File: src/rtl/psr_pkg.sv
// Shared constants for the parallel speed reference decoder
package psr_pkg;

   // ----------------------------------------
   // Format codes
   // ----------------------------------------
   localparam logic [2:0] PSR_FMT_PCT_1     = 3'h0;
   localparam logic [2:0] PSR_FMT_PCT_0P1   = 3'h1;
   localparam logic [2:0] PSR_FMT_PCT_0P01  = 3'h2;
   localparam logic [2:0] PSR_FMT_HZ_1      = 3'h3;
   localparam logic [2:0] PSR_FMT_HZ_0P1    = 3'h4;
   localparam logic [2:0] PSR_FMT_HZ_0P01   = 3'h5;
   localparam logic [2:0] PSR_FMT_BCD5      = 3'h6;
   localparam logic [2:0] PSR_FMT_BINARY    = 3'h7;

   // ----------------------------------------
   // Widths and field positions
   // ----------------------------------------
   localparam int PSR_WIDE_LINES   = 16;
   localparam int PSR_NARROW_LINES = 8;
   localparam int PSR_MAG_W        = 17;
   localparam int PSR_DIGIT_W      = 4;
   localparam int PSR_BCD5_TOP_LSB = 15;
   localparam logic [PSR_MAG_W-1:0] PSR_MAG_RESET = 17'h00000;

   // Card width codes
   localparam logic PSR_CARD_NARROW = 1'b0;
   localparam logic PSR_CARD_WIDE   = 1'b1;
   // Width switch codes
   localparam logic PSR_SW_12BIT    = 1'b0;
   localparam logic PSR_SW_16BIT    = 1'b1;

endpackage : psr_pkg

File: src/rtl/psr_bcd_digit.sv
// One BCD digit weighting stage
`timescale 1ns/1ps

module psr_bcd_digit #(
   parameter int ACC_W = 17
) (
   // Digit input
   input  wire logic [3:0]       digit,
   // Accumulated value of higher digits
   input  wire logic [ACC_W-1:0] acc_in,
   // Accumulated value including this digit
   output logic      [ACC_W-1:0] acc_out
);

   // ----------------------------------------
   // Weighting
   // ----------------------------------------
   // Times ten plus digit, lines weighted 1, 2, 4, 8
   assign acc_out = ACC_W'((acc_in << 3) + (acc_in << 1) + ACC_W'(digit));

endmodule : psr_bcd_digit

File: src/rtl/psr_decoder.sv
// Parallel speed reference decoder, top level
`timescale 1ns/1ps

module psr_decoder
   import psr_pkg::*;
#(
   parameter int LINES = PSR_WIDE_LINES
) (
   // Clock and reset
   input  wire logic                 ref_clk,
   input  wire logic                 arst_n,
   // Configuration
   input  wire logic [2:0]           reference_input_format,
   input  wire logic                 card_is_wide,
   input  wire logic                 width_select_switch,
   // Parallel reference lines
   input  wire logic [LINES-1:0]     data_lines,
   input  wire logic                 direction_line,
   input  wire logic                 read_strobe,
   // Decoded setpoint
   output logic      [PSR_MAG_W-1:0] setpoint_magnitude,
   output logic                      setpoint_reverse,
   output logic      [2:0]           setpoint_unit,
   output logic                      setpoint_full_scale,
   output logic                      setpoint_valid,
   output logic                      format_unsupported
);

   // ----------------------------------------
   // Digit extraction
   // ----------------------------------------
   logic [15:0]          lines16;
   logic [PSR_MAG_W-1:0] acc [0:4];
   logic [3:0]           dig [0:3];
   logic                 bcd5_mode;
   logic                 wide16;

   // Card width and mode qualifiers
   assign lines16 = 16'(data_lines);
   assign wide16  = (card_is_wide == PSR_CARD_WIDE) && (width_select_switch == PSR_SW_16BIT);
   assign bcd5_mode = reference_input_format == PSR_FMT_BCD5;

   always_comb begin
      for (int i = 0; i < 4; i++) begin
         dig[i] = lines16[i*PSR_DIGIT_W +: PSR_DIGIT_W];
      end
   end

   // ----------------------------------------
   // BCD chains
   // ----------------------------------------
   // digit chain, most significant digit first
   assign acc[0] = PSR_MAG_RESET;
   // Generate index shared by both chains
   genvar g;
   generate
      for (g = 0; g < 4; g++) begin : g_bcd
         psr_bcd_digit #(.ACC_W(PSR_MAG_W)) u_digit (
            .digit   (dig[3-g]),
            .acc_in  (acc[g]),
            .acc_out (acc[g+1])
         );
      end
   endgenerate

   // ----------------------------------------
   // Five-digit unsigned BCD
   // ----------------------------------------
   // lines shifted: line 0 weighs 2, line 3 weighs 10
   logic [19:0]          bcd5_bits;
   logic [PSR_MAG_W-1:0] b5 [0:5];
   // Top digit only reaches three: direction line and line 15
   // direction line as top digit bit weight 2
   assign bcd5_bits = {2'h0, direction_line, lines16, 1'b0};
   assign b5[0] = PSR_MAG_RESET;
   generate
      for (g = 0; g < 5; g++) begin : g_bcd5
         psr_bcd_digit #(.ACC_W(PSR_MAG_W)) u_digit5 (
            .digit   (bcd5_bits[(4-g)*4 +: 4]),
            .acc_in  (b5[g]),
            .acc_out (b5[g+1])
         );
      end
   endgenerate

   // ----------------------------------------
   // Decode selection
   // ----------------------------------------
   // Decoder result before capture
   logic [PSR_MAG_W-1:0] dec_mag;
   logic                 dec_rev;
   logic                 dec_full;
   logic                 dec_ok;

   // Combinational decode of the presented lines
   always_comb begin
      dec_mag  = PSR_MAG_RESET;
      dec_rev  = 1'b0;
      dec_full = 1'b0;
      dec_ok   = 1'b1;
      dec_rev  = direction_line;
      if (card_is_wide == PSR_CARD_NARROW) begin
         if (reference_input_format == PSR_FMT_BINARY) begin
            dec_mag  = PSR_MAG_W'(lines16[7:0]);
            dec_full = &lines16[7:0];
         end else if (bcd5_mode) begin
            dec_ok  = 1'b0;
            dec_rev = 1'b0;
         end else begin
            // two digits; upper digit weighted as-is up to fifteen
            dec_mag = PSR_MAG_W'(dig[1] * 10 + dig[0]);
         end
      end else begin
         if (reference_input_format == PSR_FMT_BINARY) begin
            if (wide16) begin
               dec_mag  = PSR_MAG_W'(lines16);
               dec_full = &lines16;
            end else begin
               // Twelve-bit setting ignores the top four lines
               dec_mag  = PSR_MAG_W'(lines16[11:0]);
               dec_full = &lines16[11:0];
            end
         end else if (bcd5_mode) begin
            dec_ok   = wide16;
            dec_rev  = 1'b0;
            dec_mag  = wide16 ? b5[5] : PSR_MAG_RESET;
            // all bits set gives full speed
            dec_full = wide16 && (&lines16) && direction_line;
         end else if (wide16) begin
            // four digits on the 16-bit setting
            dec_mag = acc[4];
         end else begin
            // three digits on the 12-bit setting
            dec_mag = PSR_MAG_W'(dig[2] * 100 + dig[1] * 10 + dig[0]);
         end
      end
   end

   // ----------------------------------------
   // Setpoint holding register
   // ----------------------------------------
   logic [PSR_MAG_W-1:0] next_setpoint_magnitude;
   logic                 next_setpoint_reverse;
   logic [2:0]           next_setpoint_unit;
   logic                 next_setpoint_full_scale;
   logic                 next_setpoint_valid;
   logic                 next_format_unsupported;

   always_comb begin
      next_setpoint_magnitude  = setpoint_magnitude;
      next_setpoint_reverse    = setpoint_reverse;
      next_setpoint_unit       = setpoint_unit;
      next_setpoint_full_scale = setpoint_full_scale;
      next_setpoint_valid      = setpoint_valid;
      next_format_unsupported  = format_unsupported;
      if (read_strobe) begin
         next_format_unsupported = !dec_ok;
         // unit follows format code, refused codes included
         next_setpoint_unit      = reference_input_format;
         if (dec_ok) begin
            next_setpoint_magnitude  = dec_mag;
            next_setpoint_reverse    = dec_rev;
            next_setpoint_full_scale = dec_full;
            next_setpoint_valid      = 1'b1;
         end else begin
            // Refused code clears the setpoint; no stale speed is kept
            next_setpoint_magnitude  = PSR_MAG_RESET;
            next_setpoint_reverse    = 1'b0;
            next_setpoint_full_scale = 1'b0;
            next_setpoint_valid      = 1'b0;
         end
      end
   end

   // Output registers, cleared asynchronously
   always_ff @(posedge ref_clk or negedge arst_n) begin
      if (!arst_n) begin
         setpoint_magnitude  <= PSR_MAG_RESET;
         setpoint_reverse    <= 1'b0;
         setpoint_unit       <= PSR_FMT_PCT_1;
         setpoint_full_scale <= 1'b0;
         setpoint_valid      <= 1'b0;
         format_unsupported  <= 1'b0;
      end else begin
         setpoint_magnitude  <= next_setpoint_magnitude;
         setpoint_reverse    <= next_setpoint_reverse;
         setpoint_unit       <= next_setpoint_unit;
         setpoint_full_scale <= next_setpoint_full_scale;
         setpoint_valid      <= next_setpoint_valid;
         format_unsupported  <= next_format_unsupported;
      end
   end

endmodule : psr_decoder

File: config.mk
export PLATFORM = sky130hd
export DESIGN_NAME = psr_decoder
export DESIGN_NICKNAME = d
export VERILOG_FILES = /design/src/rtl/psr_pkg.sv /design/src/rtl/psr_bcd_digit.sv /design/src/rtl/psr_decoder.sv
export SDC_FILE = /design/constraint.sdc
export NUM_CORES = 1
export LEC_CHECK = 0
export BUFFER_PORTS_ARGS = -buffer_cell sky130_fd_sc_hd__buf_2
export CAP_MARGIN = 20
export CORE_UTILIZATION = 47
export DETAILED_ROUTE_END_ITERATION = 8
export PLACE_DENSITY = 0.62
export SLEW_MARGIN = 40
export SYNTH_ARGS = -nofsm -noshare
export SYNTH_HDL_FRONTEND = slang
export SYNTH_SLANG_ARGS = --single-unit
File: constraint.sdc
create_clock -name ref_clk -period 1.3 [get_ports ref_clk]
set_clock_uncertainty 0.1 [all_clocks]
set_input_delay 0.195 -clock ref_clk [delete_from_list [all_inputs] [get_ports ref_clk]]
set_output_delay 0.195 -clock ref_clk [all_outputs]
set_load 0.01 [all_outputs]
### After elaboration in Yosys (flattened, before gate mapping)

Cells that the tools add are included.
Widths: inputs -> output; s select.

* register bits after elaboration: 24
* input port bits: 25
* output and inout bits: 24
* logic and storage cells: 58

* add/subtract/negate cells: 17
* $mul: 2
* equal/unequal tests: 2
* mux-type cells: 24
* reduce and logical (&&, ||, !) cells: 7

Operators by type and width (count)
* $mux 17: 6
* $add 17x4->17: 2
* $add 8x4->9: 2
* $mux 9: 2
* $add 17x15->17: 1
* $add 17x17->17: 1
* $add 15x13->16: 1
* $add 16x4->16: 1
* $mux 16: 1
* $reduce_and 16->1: 1
* $mux 1: 15
* $add 13x4->14: 1
* $add 12x10->13: 1
* $add 12x4->13: 1
* $add 11x4->12: 1
* $add 11x8->12: 1
* $reduce_and 12->1: 1
* $add 10x8->11: 1
* $mul 4x5->9 const B: 1
* $add 7x5->8: 1
* $reduce_and 8->1: 1
* $add 6x4->7: 1
* $mul 4x3->7 const B: 1
* $add 5x3->6: 1
* 3 further kinds: 6

### Longest topological paths before layout

* depth after elaboration: 13
* gate-level depth with buffers: 28
* mapped depth without buffers: 28

### Modules after synthesis

From an unflattened synthesis, not the netlist that was laid out.

* cell total of the unflattened synthesis: 1230
* area, all modules: 10376.2 um^2

By module, submodules not included
* psr_bcd_digit: instances 9, cells each 103, area each 877.1 um^2, seq. area each 0.0 um^2
* psr_decoder: instances 1, cells each 303, area each 2482.4 um^2, seq. area each 600.6 um^2

### Least setup slack after synthesis

OpenSTA, ideal clock, no wires.

* kind: input port to flip-flop
* start point: in data_lines[12]
* end point: reg setpoint_magnitude[15]
* setup time: 0.078 ns
* arrival: 5.645 ns
* required time: 1.122 ns
* setup slack: -4.523 ns
* stages: 26
* path buffers: 0
* cell sequence: ha_1 -> fa_1 -> inv_1 -> fa_1 -> inv_1 -> ha_1 -> a21oi_1 -> o21ai_0 -> or2_2 -> a21oi_1 -> xnor2_1 -> ha_1 -> ha_1 -> or2_2 -> a21oi_1 -> nand2b_1 -> a21oi_1 -> o21ai_0 -> xnor2_1 -> ha_1 -> ha_1 -> nand3_1 -> or4b_1 -> a21oi_1 -> a21oi_1 -> o2bb2ai_1

* cells in the longest elaborated chain, start to end: 12
* elaborated cells between the ends (all ways): 19
* classes of those cells: add/sub: 13; mux: 6

RTL lines
* start: declaration: RTL line psr_decoder.sv:17 `input wire logic [LINES-1:0] data_lines,`
* $add 6x4->7: RTL line psr_bcd_digit.sv:19 `assign acc_out = ACC_W'((acc_in << 3) + (acc_in << 1) + ACC_W'(digit));`
* $add 10x8->11: RTL line psr_bcd_digit.sv:19
* $add 11x4->12: RTL line psr_bcd_digit.sv:19
* $add 15x13->16: RTL line psr_bcd_digit.sv:19
* $add 16x4->16: RTL line psr_bcd_digit.sv:19
* $add 17x17->17: RTL line psr_bcd_digit.sv:19
* $add 17x4->17: RTL line psr_bcd_digit.sv:19
* $mux 17: RTL line psr_decoder.sv:126 `dec_mag = wide16 ? b5[5] : PSR_MAG_RESET;`
* $mux 17 (*): RTL line psr_decoder.sv:123 `end else if (bcd5_mode) begin`
* $mux 17 (*): RTL line psr_decoder.sv:114 `if (reference_input_format == PSR_FMT_BINARY) begin`
* $mux 17 (*): RTL line psr_decoder.sv:102 `if (card_is_wide == PSR_CARD_NARROW) begin`
* $mux 17 (*): RTL line psr_decoder.sv:160 `if (dec_ok) begin`
* end signal: assignment: RTL line psr_decoder.sv:185 `setpoint_magnitude <= next_setpoint_magnitude;`
* end: declaration: RTL line psr_decoder.sv:21 `output logic [PSR_MAG_W-1:0] setpoint_magnitude,`

Every way passes the cells marked *; elsewhere a longest branch is shown, timed or not.
A chain may end at the register's enable or synchronous reset.

### Worst setup path after layout

Ends and elaborated chain as after synthesis.

==> results.cfg <==
[outcome]
outcome = complete, but fails checks
violations = negative setup slack

[cts]
numCtsBuffers = 3
clock_latency_on_the_worst_skew_pair_ps = 260
ctsRootBufferMaster = clkbuf_16
cts_max_level = 1
clkSinkCount = 24
cts.path.max_buffers = 2
clkTransAtPathRegs_ps = 70
tritoncts = done

[routing]
route.detailed.drc = 0
drt-pass1-iter-count = 5
routedWlPerCell_um = 18.3
viasPerCell = 5.65
vias = 6020
route.final.wire_length_um = 19500
1st_iter_drt_viols = 273
detail-route-antenna-nets = 0

[placed_design]
port_buffers = 48
dpl.hpwl_um = 15300
gp_routability_congestion = 0.962

[timing]
timing.hold.ws_ps = 191
grt_setup_unrepaired = yes
finalWorstSetupSlack_ps = -4180
worst_pin_slew_ps = 604
min_period_over_period_pct = 422
timing.final.crit_period_ps = 5480
final-hold-violation-count = 0
maxClockFrequency_mhz = 182
report.final.slew_viol_count = 0
slew-limit-headroom_pct = 59.8
timing.final.setup_violations = 15

[setup_path]
worstPathRequired_ps = 1390
setup.worst_path.start_class = input port
maximum_fanout_along_the_worst_path = 4
worstPathArrival_ps = 5570
critPathKind = in2reg
timing.critical_path.to_type = flop

[grt]
grt_overflow = 0
grt_antenna_before_repair = 0
grt_start_max_net_pins = 25
grt_pass1_wl_um = 29900
first_global_vias = 6199
globalRouteTotalUtil_pct = 32.6

[logic_synthesis]
async_reset_ff_share_pct = 100
ys_ff_latch = 24
synth_area_per_cell_um2 = 8.28
synth_edf_count = 0
syn_inst = 651
yosysSeqAreaShare_pct = 11.1
synth_area_um2 = 5390
primary_ff_master_synth = dfrtp_1
yosys.cell_types.count = 53
yosysWarnings = 0
net_count_after_synthesis = 826

[finish]
proportion_of_layout_cells_with_a_drive_suffix_above_1_pct = 45.0
finalNetCount = 1101
most-common-layout-cells = buf_4, ha_1, inv_1
fillers = 736
commonest_non_fill_non_tap_cell_in_the_layout = buf_4
postLayoutCoreUtil_pct = 79.9
antenna_cells = 0
synth_to_layout_area_growth_pct = 62.7

[die]
die_w_um = 109
num_io_pins = 49
placement_rows = 38
coreArea_um2 = 11000
floorplan.die_area_um2 = 11900
die_height_um = 109
initial_core_utilization_pct = 49.1

[worst_hold_path]
class_of_the_worst_hold_path = in2reg

[run]
max_cap_violations = 0
## synthesized netlist by cell type, drive strengths merged (2+ instances only)
| cell type | number | area (µm²) |
|---|---|---|
| and2 | 3 | 18.8 |
| o31ai | 3 | 22.5 |
| ha | 131 | 1640 |
| fa | 19 | 380 |
| o311ai | 3 | 26.3 |
| a21o | 15 | 114 |
| or3 | 3 | 18.8 |
| o2bb2ai | 6 | 52.6 |
| inv | 63 | 236 |
| o31a | 2 | 17.5 |
| xor2 | 17 | 149 |
| o22ai | 4 | 25.0 |
| nand4 | 5 | 31.3 |
| o211ai | 10 | 75.1 |
| a21oi | 50 | 254 |
| a221oi | 3 | 26.3 |
| nand2 | 40 | 150 |
| nor2b | 11 | 68.8 |
| clkbuf | 12 | 45.0 |
| dfrtp | 24 | 601 |
| or2 | 3 | 18.8 |
| nand2b | 7 | 43.8 |
| a31oi | 9 | 56.3 |
| o32ai | 2 | 17.5 |
| a22o | 2 | 17.5 |
| nor2 | 38 | 143 |
| o21a | 18 | 135 |
| o311a | 2 | 20.0 |
| o21ai | 40 | 208 |
| xnor2 | 37 | 324 |
| o21bai | 5 | 37.5 |
| mux2 | 3 | 33.8 |
| or4 | 2 | 15.0 |
| nor3 | 15 | 75.1 |
| nand3 | 19 | 95.1 |
| a211oi | 12 | 95.1 |
## path summary, 6_finish.rpt
check | end | slack [ps] | cells past startpoint | start
max in group asynchronous | setpoint_magnitude[14]$_DFFE_PN0P_ | 320 | 2 | arst_n
worst max register to register | setpoint_magnitude[14]$_DFFE_PN0P_ | 50 | 3 | setpoint_magnitude[14]$_DFFE_PN0P_
worst max-delay path | setpoint_magnitude[15]$_DFFE_PN0P_ | -4180 | 24 | data_lines[12]
worst min register to register | setpoint_magnitude[16]$_DFFE_PN0P_ | 400 | 1 | setpoint_magnitude[16]$_DFFE_PN0P_
min in group asynchronous | setpoint_magnitude[5]$_DFFE_PN0P_ | 380 | 2 | arst_n
worst min-delay path | setpoint_unit[1]$_DFFE_PN0P_ | 190 | 3 | reference_input_format[1]
## sequential cells by signal (all words and copies together) (netlist names)
register,count
setpoint_magnitude,17
setpoint_valid,1
setpoint_unit,3
setpoint_reverse,1
setpoint_full_scale,1
format_unsupported,1
## area by class of cell
class | instances | area, µm² | area share [%]
clock buffers | 3 | 75.1 | 0.856
clock inverters | 1 | 30.0 | 0.342
inverters | 64 | 240 | 2.74
multi-input cells | 551 | 5530 | 63.0
flip-flops and latches | 24 | 601 | 6.85
well taps | 140 | 175 | 2.00
repair buffers | 282 | 2120 | 24.2
## metrics by stage
step	instances	TNS, ps	worst slack (ps)	instance area, µm²
2_1_floorplan	651	-44980	-4060	5820
3_3_place_gp	1032	-53290	-4360	7730
3_5_place_dp	1032	-54580	-4550	7730
4_1_cts	1050	-47990	-4160	8400
5_1_grt	1065	-52110	-4390	8770
6_report	1065	-49510	-4180	8770
## routing by layer
metal / up-vias / wire length (µm) / share of wire, % / global-route usage [%]
met5: - / 0 / 0 / 0
met1: 2870 / 7890 / 40 / 38.6
met2: 185 / 9920 / 51 / 60.1
met3: 51 / 985 / 5.0 / 3.47
li1: 2914 / - / - / -
met4: 0 / 745 / 3.8 / 11.8
## cell families (layout without fill, tap and decap cells)
group                      count (synthesis)  after routing  synth area share [%]
buffers and inverters                     76            350                  5.29
and+or+nand+nor                          150            150                  13.2
adders and majority gates                150            150                  37.5
muxes                                      3              3                 0.627
xor gates and xnor gates                  54             54                  8.77
DFF                                       24             24                  11.1
AOI/OAI and AO/OA                        194            194                  23.5
## critical path: stages
cell and delay (ps):
buf_8 100, ha_4 150, fa_1 520, inv_2 50, fa_1 490, inv_2 60, fa_2 590, ha_4 230
ha_4 240, o21ai_1 150, nor2_1 90, o21a_1 210, o21a_1 210, o31ai_2 240, xnor2_2 160, ha_1 290
ha_4 300, nand3_4 80, nor4_4 300, nor3_2 80, or4b_4 490, a21oi_2 130, a21oi_1 80, o2bb2ai_1 120
## repair_timing
action / in CTS / in global routing
endpoints found under the hold margin: 24 / 0
gates resized for setup: 78 / 50
buffers inserted: 13 / 16
hold buffers: 1 / 0
endpoints found under the setup margin: 16 / 16
pin swaps: 63 / 44
Power is left out: the tool's default activity adds up to more than one toggle a clock period on the data nets, which glitch-free logic cannot reach.
